<file path="src/drjsc_pkg.sv">
// Constants, states and register map for the drive state controller.
// Assumes a 20 MHz system clock and an APB register bus.
package drjsc_pkg;
	localparam int CLK_HZ = 20000000;
	localparam int TICK_MS = 10;
	localparam int TICK_CYC = CLK_HZ / 1000 * TICK_MS;
	localparam int RAMP_MAX_DS = 6000;
	localparam int FB_MAX_HZ = 30000;
	localparam int OFS_MAX_HZ = 10000;
	localparam int FB_MIN_CYC = CLK_HZ / FB_MAX_HZ;
	localparam int OFS_MIN_CYC = CLK_HZ / OFS_MAX_HZ;
	localparam logic [7:0] A_CTRL = 8'h00;
	localparam logic [7:0] A_SETPT = 8'h04;
	localparam logic [7:0] A_RATIO = 8'h08;
	localparam logic [7:0] A_JOGPT = 8'h0c;
	localparam logic [7:0] A_DIRECT = 8'h10;
	localparam logic [7:0] A_OFFSET = 8'h14;
	localparam logic [7:0] A_ACCEL = 8'h18;
	localparam logic [7:0] A_DECEL = 8'h1c;
	localparam logic [7:0] A_STATUS = 8'h20;
	localparam logic [7:0] A_OUTPUT = 8'h24;
	localparam logic [7:0] A_FBFREQ = 8'h28;
	localparam logic [7:0] A_REFFREQ = 8'h2c;
	localparam int CTRL_REMAP = 0;
	localparam int CTRL_ALTFMT = 1;
	localparam logic [15:0] SETPT_RST = 16'h0000;
	localparam logic [15:0] RATIO_ONE = 16'h0100;
	localparam int RATIO_SHIFT = 8;
	localparam logic [15:0] RAMP_RST = 16'h000a;
	typedef enum logic [3:0] {
		DRJSC_FSTOP = 4'b0001,
		DRJSC_RSTOP = 4'b0010,
		DRJSC_RUN = 4'b0100,
		DRJSC_JOG = 4'b1000
	} drjsc_state_t;
	typedef enum logic [1:0] {
		DRJSC_MASTER = 2'h0,
		DRJSC_FOLLOW = 2'h1,
		DRJSC_DIRECT = 2'h2,
		DRJSC_OFFSET = 2'h3
	} drjsc_fmt_t;
endpackage

</file>
<file path="src/drjsc_top.sv">
// Run/jog/stop state controller with speed command ramp and APB registers.
// Assumes control contacts and pulse inputs are synchronous to MCLK.
`timescale 1ns/1ns
module drjsc_top
	import drjsc_pkg::*;
#(
	parameter int TICK_COUNT = TICK_CYC
) (
	input wire logic MCLK,
	input wire logic RESET_N,
	input wire logic PSEL,
	input wire logic PENABLE,
	input wire logic PWRITE,
	input wire logic [7:0] PADDR,
	input wire logic [31:0] PWDATA,
	output logic [31:0] PRDATA,
	output logic PREADY,
	output logic PSLVERR,
	input wire logic FAST_HALT_INPUT_N,
	input wire logic RAMP_HALT_INPUT_N,
	input wire logic RUN_REQUEST_INPUT_N,
	input wire logic JOG_REQUEST_INPUT_N,
	input wire logic FORMAT_SELECT_INPUT_N,
	input wire logic RAMP_DISABLE_N,
	input wire logic FEEDBACK_PULSE,
	input wire logic REFERENCE_PULSE,
	input wire logic OFFSET_PULSE,
	output logic [15:0] DRIVE_OUTPUT,
	output logic [3:0] STATE
);
	// Contacts are active low: a closure to common reads as zero.
	////////////////////////////////////////////////////////////////////////
	logic [23:0] div;
	logic tick;
	always_ff @(posedge MCLK or negedge RESET_N) begin
		if (!RESET_N) begin
			div <= 24'h000000;
			tick <= 1'b0;
		end else begin
			tick <= (div == 24'(TICK_COUNT - 1));
			div <= (div == 24'(TICK_COUNT - 1)) ? 24'h000000 : div + 24'h000001;
		end
	end
	////////////////////////////////////////////////////////////////////////
	// Sample the contacts once per tick so a state change sees one view.
	logic fast_ok, ramp_ok, run_req, jog_req, fmt_closed, ramp_off;
	always_ff @(posedge MCLK or negedge RESET_N) begin
		if (!RESET_N) begin
			fast_ok <= 1'b0;
			ramp_ok <= 1'b0;
			run_req <= 1'b0;
			jog_req <= 1'b0;
			fmt_closed <= 1'b0;
			ramp_off <= 1'b0;
		end else if (tick) begin
			fast_ok <= ~FAST_HALT_INPUT_N;
			ramp_ok <= ~RAMP_HALT_INPUT_N;
			run_req <= ~RUN_REQUEST_INPUT_N;
			jog_req <= ~JOG_REQUEST_INPUT_N;
			fmt_closed <= ~FORMAT_SELECT_INPUT_N;
			ramp_off <= ~RAMP_DISABLE_N;
		end
	end
	logic step;
	always_ff @(posedge MCLK or negedge RESET_N) begin
		if (!RESET_N) begin
			step <= 1'b0;
		end else begin
			step <= tick;
		end
	end
	////////////////////////////////////////////////////////////////////////
	logic [15:0] fb_freq, ref_freq, ofs_freq;
	drjsc_freq #(.MIN_CYC(FB_MIN_CYC)) u_fb (.clk(MCLK), .rst_n(RESET_N),
		.pulse(FEEDBACK_PULSE), .tick(tick), .count(fb_freq));
	drjsc_freq #(.MIN_CYC(FB_MIN_CYC)) u_ref (.clk(MCLK), .rst_n(RESET_N),
		.pulse(REFERENCE_PULSE), .tick(tick), .count(ref_freq));
	drjsc_freq #(.MIN_CYC(OFS_MIN_CYC)) u_ofs (.clk(MCLK), .rst_n(RESET_N),
		.pulse(OFFSET_PULSE), .tick(tick), .count(ofs_freq));
	////////////////////////////////////////////////////////////////////////
	logic [31:0] ctrl;
	logic [15:0] setpt, ratio, jogpt, direct, offset, accel, decel;
	wire wr = PSEL & PENABLE & PWRITE;
	wire known = (PADDR[1:0] == 2'h0) && (PADDR <= A_REFFREQ);
	assign PREADY = 1'b1;
	assign PSLVERR = PSEL & PENABLE & ~known;
	always_ff @(posedge MCLK or negedge RESET_N) begin
		if (!RESET_N) begin
			ctrl <= 32'h00000000;
			setpt <= SETPT_RST;
			ratio <= RATIO_ONE;
			jogpt <= SETPT_RST;
			direct <= SETPT_RST;
			offset <= SETPT_RST;
			accel <= RAMP_RST;
			decel <= RAMP_RST;
		end else if (wr) begin
			unique case (PADDR)
				A_CTRL: ctrl <= {30'h0, PWDATA[1:0]};
				A_SETPT: setpt <= PWDATA[15:0];
				A_RATIO: ratio <= PWDATA[15:0];
				A_JOGPT: jogpt <= PWDATA[15:0];
				A_DIRECT: direct <= PWDATA[15:0];
				A_OFFSET: offset <= PWDATA[15:0];
				A_ACCEL: accel <= clamp_ramp(PWDATA[15:0]);
				A_DECEL: decel <= clamp_ramp(PWDATA[15:0]);
				default: ;
			endcase
		end
	end
	function automatic logic [15:0] clamp_ramp(input logic [15:0] v);
		clamp_ramp = (v > 16'(RAMP_MAX_DS)) ? 16'(RAMP_MAX_DS) : v;
	endfunction
	////////////////////////////////////////////////////////////////////////
	drjsc_state_t state, next_state;
	always_comb begin
		next_state = state;
		if (!fast_ok) begin
			next_state = DRJSC_FSTOP;
		end else if (!ramp_ok) begin
			next_state = DRJSC_RSTOP;
		end else begin
			unique case (state)
				DRJSC_FSTOP: next_state = DRJSC_RSTOP;
				DRJSC_RSTOP: begin
					if (run_req && !jog_req) begin
						next_state = DRJSC_RUN;
					end else if (jog_req && !run_req) begin
						next_state = DRJSC_JOG;
					end
				end
				DRJSC_RUN: next_state = DRJSC_RUN;
				DRJSC_JOG: begin
					if (!jog_req) begin
						next_state = DRJSC_RSTOP;
					end
				end
				default: next_state = DRJSC_FSTOP;
			endcase
		end
	end
	always_ff @(posedge MCLK or negedge RESET_N) begin
		if (!RESET_N) begin
			state <= DRJSC_FSTOP;
		end else if (step) begin
			state <= next_state;
		end
	end
	assign STATE = state;
	////////////////////////////////////////////////////////////////////////
	drjsc_fmt_t fmt;
	assign fmt = ctrl[CTRL_REMAP] ?
		drjsc_fmt_t'({ctrl[CTRL_ALTFMT], fmt_closed}) :
		(fmt_closed ? DRJSC_FOLLOW : DRJSC_MASTER);
	wire [31:0] prod = ref_freq * ratio;
	wire [15:0] follow_cmd = sat16(prod >> RATIO_SHIFT);
	wire [15:0] offs_cmd = sat16(32'(follow_cmd) + 32'(offset)
		+ 32'(ofs_freq));
	logic [15:0] command;
	always_comb begin
		unique case (fmt)
			DRJSC_MASTER: command = setpt;
			DRJSC_FOLLOW: command = (ref_freq == 16'h0) ? 16'h0 : follow_cmd;
			DRJSC_DIRECT: command = direct;
			DRJSC_OFFSET: command = offs_cmd;
		endcase
		if (setpt == 16'h0 && fmt == DRJSC_MASTER) begin
			command = 16'h0;
		end
	end
	function automatic logic [15:0] sat16(input logic [31:0] v);
		sat16 = (v > 32'h0000ffff) ? 16'hffff : v[15:0];
	endfunction
	////////////////////////////////////////////////////////////////////////
	// Ramped target moves one step per tick; a larger rate value is slower.
	logic [15:0] target, next_target;
	wire [15:0] goal = (state == DRJSC_JOG) ? jogpt :
		(state == DRJSC_RUN) ? command : 16'h0000;
	wire [15:0] up_step = rate_step(accel);
	wire [15:0] dn_step = rate_step(decel);
	function automatic logic [15:0] rate_step(input logic [15:0] r);
		rate_step = (r == 16'h0) ? 16'hffff : 16'(32'(RAMP_MAX_DS) / 32'(r));
	endfunction
	always_comb begin
		next_target = target;
		if (state == DRJSC_FSTOP || next_state == DRJSC_FSTOP) begin
			next_target = 16'h0;
		end else if (ramp_off || goal == target) begin
			next_target = goal;
		end else if (goal > target) begin
			next_target = (goal - target > up_step) ? target + up_step : goal;
		end else begin
			next_target = (target - goal > dn_step) ? target - dn_step : goal;
		end
	end
	// Closed-loop trim acts on the error between ramped target and speed.
	logic [15:0] trim;
	wire [16:0] err = {1'b0, target} - {1'b0, fb_freq};
	wire closed = (fmt != DRJSC_DIRECT);
	// Trim is frozen in ramp stop so the output falls at the decel rate.
	wire [15:0] trim_dn = (trim > 16'h1) ? trim - 16'h1 : 16'h0;
	wire [15:0] trim_up = (err[15:0] != 16'h0 && trim != 16'hffff) ?
		trim + 16'h1 : trim;
	wire [15:0] next_trim = err[16] ? trim_dn : trim_up;
	always_ff @(posedge MCLK or negedge RESET_N) begin
		if (!RESET_N) begin
			target <= 16'h0000;
			trim <= 16'h0000;
			DRIVE_OUTPUT <= 16'h0000;
		end else if (state == DRJSC_JOG && next_state != DRJSC_JOG && step) begin
			target <= 16'h0000;
			trim <= 16'h0000;
			DRIVE_OUTPUT <= 16'h0000;
		end else if (step) begin
			target <= next_target;
			if (!closed || next_target == 16'h0) begin
				trim <= 16'h0000;
				DRIVE_OUTPUT <= next_target;
			end else begin
				if (state != DRJSC_RSTOP) begin
					trim <= next_trim;
				end
				DRIVE_OUTPUT <= sat16(32'(next_target) + 32'(trim));
			end
		end
	end
	////////////////////////////////////////////////////////////////////////
	logic [31:0] rd;
	always_comb begin
		unique case (PADDR)
			A_CTRL: rd = ctrl;
			A_SETPT: rd = {16'h0, setpt};
			A_RATIO: rd = {16'h0, ratio};
			A_JOGPT: rd = {16'h0, jogpt};
			A_DIRECT: rd = {16'h0, direct};
			A_OFFSET: rd = {16'h0, offset};
			A_ACCEL: rd = {16'h0, accel};
			A_DECEL: rd = {16'h0, decel};
			A_STATUS: rd = {26'h0, fmt, state};
			A_OUTPUT: rd = {16'h0, DRIVE_OUTPUT};
			A_FBFREQ: rd = {16'h0, fb_freq};
			A_REFFREQ: rd = {16'h0, ref_freq};
			default: rd = 32'h00000000;
		endcase
	end
	always_ff @(posedge MCLK or negedge RESET_N) begin
		if (!RESET_N) begin
			PRDATA <= 32'h00000000;
		end else if (PSEL && !PENABLE && !PWRITE) begin
			PRDATA <= rd;
		end
	end
endmodule

</file>
<file path="src/drjsc_freq.sv">
// Pulse frequency meter: counts rising edges over one loop tick.
// Assumes the pulse input is already synchronous to the clock.
`timescale 1ns/1ns
module drjsc_freq
	import drjsc_pkg::*;
#(
	parameter int MIN_CYC = FB_MIN_CYC
) (
	input wire logic clk,
	input wire logic rst_n,
	input wire logic pulse,
	input wire logic tick,
	output logic [15:0] count
);
	logic prev;
	logic [15:0] acc;
	wire rise = pulse & ~prev;
	always_ff @(posedge clk or negedge rst_n) begin
		if (!rst_n) begin
			prev <= 1'b0;
			acc <= 16'h0000;
			count <= 16'h0000;
		end else begin
			prev <= pulse;
			if (tick) begin
				count <= acc + 16'(rise);
				acc <= 16'h0000;
			end else if (rise && acc != 16'hffff) begin
				acc <= acc + 16'h0001;
			end
		end
	end
	// A 10 ms window at the top rate holds 300 edges; 16 bits is ample.
	localparam int MAX_EDGES = TICK_CYC / MIN_CYC;
endmodule

</file>
<file path="config.mk">
export PLATFORM = sky130hd
export DESIGN_NAME = drjsc_top
export DESIGN_NICKNAME = d
export VERILOG_FILES = /design/src/drjsc_pkg.sv /design/src/drjsc_top.sv /design/src/drjsc_freq.sv
export SDC_FILE = /design/constraint.sdc
export NUM_CORES = 2
export LEC_CHECK = 0
export ABC_AREA = 1
export BUFFER_PORTS_ARGS = -buffer_cell sky130_fd_sc_hd__buf_2
export CORE_ASPECT_RATIO = 1.2
export CORE_MARGIN = 4
export CORE_UTILIZATION = 50
export DETAILED_ROUTE_END_ITERATION = 7
export PLACE_DENSITY = 0.72
export SLEW_MARGIN = 20
export SYNTH_ARGS = -nofsm -noshare
export SYNTH_HDL_FRONTEND = slang
export SYNTH_SLANG_ARGS = --single-unit
export TNS_END_PERCENT = 10
</file>
<file path="constraint.sdc">
create_clock -name MCLK -period 79.4 [get_ports MCLK]
set_input_delay 11.91 -clock MCLK [delete_from_list [all_inputs] [get_ports MCLK]]
set_output_delay 11.91 -clock MCLK [all_outputs]
set_load 0.05 [all_outputs]
</file>
==> impl_results.md <==
- Number of synthesized register bits: 313
- Critical path class: register to register
- Setup WS pre-CTS: -1380 ps
- Largest register FFs: 24
- Fin crit share: 0.923
- Most area-hungry cell type in the Yosys netlist: ha_1
- Die height: 441 um
- Final worst-path setup slack: 6140 ps
- Layout cells sized above 1: 0.0953
- Final layout net count: 13600
- Iteration-0 DRC count of the detailed router: 6041
- H-tree depth: 2
- FMAX: 13.6 MHz
- Gpl congestion: 1.04
- Gr usage total: 0.287
- Adder-Cell Fraction of Synth Area: 0.211
- Relative slew slack: 0.205
- Top FF cell, synth: dfrtp_1
- Clock transition at path regs: 60 ps
- Dpl cells: 14300
- Vias/cell: 5.64
- Largest family of logic cells by synthesized area: simple AND/OR/NAND/NOR gates
- Least-Margin Pin Slew: 1190 ps
- Vias in the first global route: 77900
- Number of clock sinks: 313
- Compound-gate portion of the synthesized area: 0.188
- Final WL: 246 mm
- Total die area: 0.163 mm2
- Commonest cells post-synth: 2814 x nand2_1, 1882 x inv_1, 1019 x o21ai_0
- Via count: 81600
- Clock insertion delay at the later pin of the skew report: 580 ps
- HPWL Detailed: 194 mm
- Average wire per standard cell: 17.0 um
- Routed Antenna Nets: 0
- Max Transition Viols Final: 0
- Max incr delay on CP: 480 ps
- Max_cap viols: 0
- Outcome: complete, but fails checks
- Worst clock skew: 37.5 ps
- Startpoint type of the worst setup path: register
- Worst Hold Class: register to register
- First-pass GRT wire length: 389 mm
- Die W: 369 um
- Unique masters post-synth: 89
- Failing checks: DRC
- Initial antenna violation count: 7
- Minimum clock period: 73260 ps
- Post-synthesis mux area share: 0.00256
- Critical path arrival: 73710 ps
- Pin count of the biggest net entering global routing: 118
- Port bufs: 74
- Gr ovfl total: 0
- Core Region: 0.155 mm2
- Top reg by flops: div
- Synth warnings: 0
- Req. time, crit path: 79840 ps
- Area contributors post-synth: ha_1 16%, nand2_1 14%, dfrtp_1 9.8%
- CTS Buf Count: 37
- Synth Cell Area: 0.0782 mm2
- Root buf cell: clkbuf_16
- Post-synth EDFFs: 0
- Synth top area share: 0.156
- # setup viols final: 0
- Row cnt: 158
- Final Non-Filler Cells: 14500
- Hold Vio Cnt, Final: 0
- Area delta synth->final: 7.17%
- # IOs: 108
- Mapped Cells: 12300
- Register area share after synthesis: 0.100
- First drt pass iteration count: 8
- Crit-path max FO: 35
- Slowest CP cell: dfrtp_2
- Worst path most repeated cell: nand2_1
- Sum Neg Setup Slack: 0 ps
- Critical Path Sink Type: register
- Max Root-Sink Buffers: 3
- Post-synth ARST share: 1.00
- Finished Cell Area: 0.0838 mm2
- CTS tree: done
- Initial Utilization: 0.505
- Post-Synth Simple-Gate Area: 0.295
- Top-count cell post-synth: nand2_1
- Xor and xnor fraction of the mapped netlist area: 0.0866
- DP Area: 0.0808 mm2
- Filler cell count: 15400
- DRC: 1
- Syn_area_per_cell: 6.38 um2
## through the flow
stage	hold slack, ps	util
6_report	471	0.541
5_1_grt	502	0.541
4_1_cts	474	0.529
3_5_place_dp	465	0.521
3_3_place_gp	461	0.521
2_1_floorplan	352	-
## layout make-up
cell class,instances,area [um2],area share
timing repair inverter,8,47.5,0.000567
timing repair buffer,362,2630,0.0313
inverter,1929,7400,0.0882
sequential,313,7850,0.0937
clock inverter,13,113,0.00134
antenna,6,15.0,0.000179
tap,2080,2600,0.0310
clock buffer,53,1060,0.0126
multi-input combinational,9702,62100,0.741
## cell families (layout without fill, tap and decap cells)
kind of cell | count (synthesis) | count (layout)
AO/OA/AOI/OAI | 2610 | 2611
adder cells (fa/ha/maj) | 1192 | 1192
buffers and inverters | 2260 | 2365
other | 2 | 23
XOR/XNOR | 773 | 773
AND/OR/NAND/NOR | 5087 | 5091
multiplexers | 18 | 18
flip-flops | 313 | 313
## worst paths after layout
path	to	slack, ps	depth (start not counted)	startpoint
worst min-delay path	u_fb.acc[15]$_DFFE_PN0P_	470	1	u_fb.acc[15]$_DFFE_PN0P_
worst max register to register	DRIVE_OUTPUT[10]$_DFFE_PN0P_	6140	503	decel[15]$_DFFE_PN0P_
max in group asynchronous	accel[0]$_DFFE_PN0P_	65470	3	RESET_N
min in group asynchronous	u_fb.acc[12]$_DFFE_PN0P_	11450	1	RESET_N
worst max-delay path	DRIVE_OUTPUT[10]$_DFFE_PN0P_	6140	503	decel[15]$_DFFE_PN0P_
worst min register to register	u_fb.acc[15]$_DFFE_PN0P_	470	1	u_fb.acc[15]$_DFFE_PN0P_
## layer usage
layer	GRT usage	vias to the layer above	routed length, um
li1	-	40500	-
met1	0.356	37900	102000
met2	0.505	2606	115000
met3	0.0335	654	16300
met4	0.123	2	12200
met5	0	-	13
## cells in the final DEF, fill, tap and decap left out, drive strengths merged, types with 22 or more instances in the layout
cell,synthesis,final
nand4,178,178
fa,216,216
o22ai,69,69
clkinvlp,0,24
or2,87,87
inv,1914,1905
o21ai,1117,1118
xnor2,262,262
nor3,140,140
nor2,845,848
dfrtp,307,307
o21bai,147,147
xor2,511,511
buf,100,362
clkbuf,231,53
a21o,64,64
ha,976,976
a31oi,45,45
a221oi,49,49
nand2,2976,2976
nor4,32,32
a21oi,945,945
o211ai,26,26
o2111ai,22,22
o31ai,36,36
nand3b,40,40
and2,24,24
nand3,746,747
## repair_timing
action | 4_1_cts | 5_1_grt
cloned | 1 | 12
hold buffers | 0 | 0
hold endpoints to repair | 0 | 0
gates resized for setup | 13 | 286
buffers inserted | 4 | 114
endpoints found under the setup margin | 32 | 48
pin swaps | 1 | 79
## worst max-delay path: cells and delay by family (launching register included)
family,cells,cell delay [ps]
compound gates,214,32400
fa+ha+maj,33,10650
buf+inv,65,7970
flops,1,480
simple gates,191,21460
Power is not shown: default switching activity piles up to over one toggle a cycle in this logic, so the estimate is an artifact.
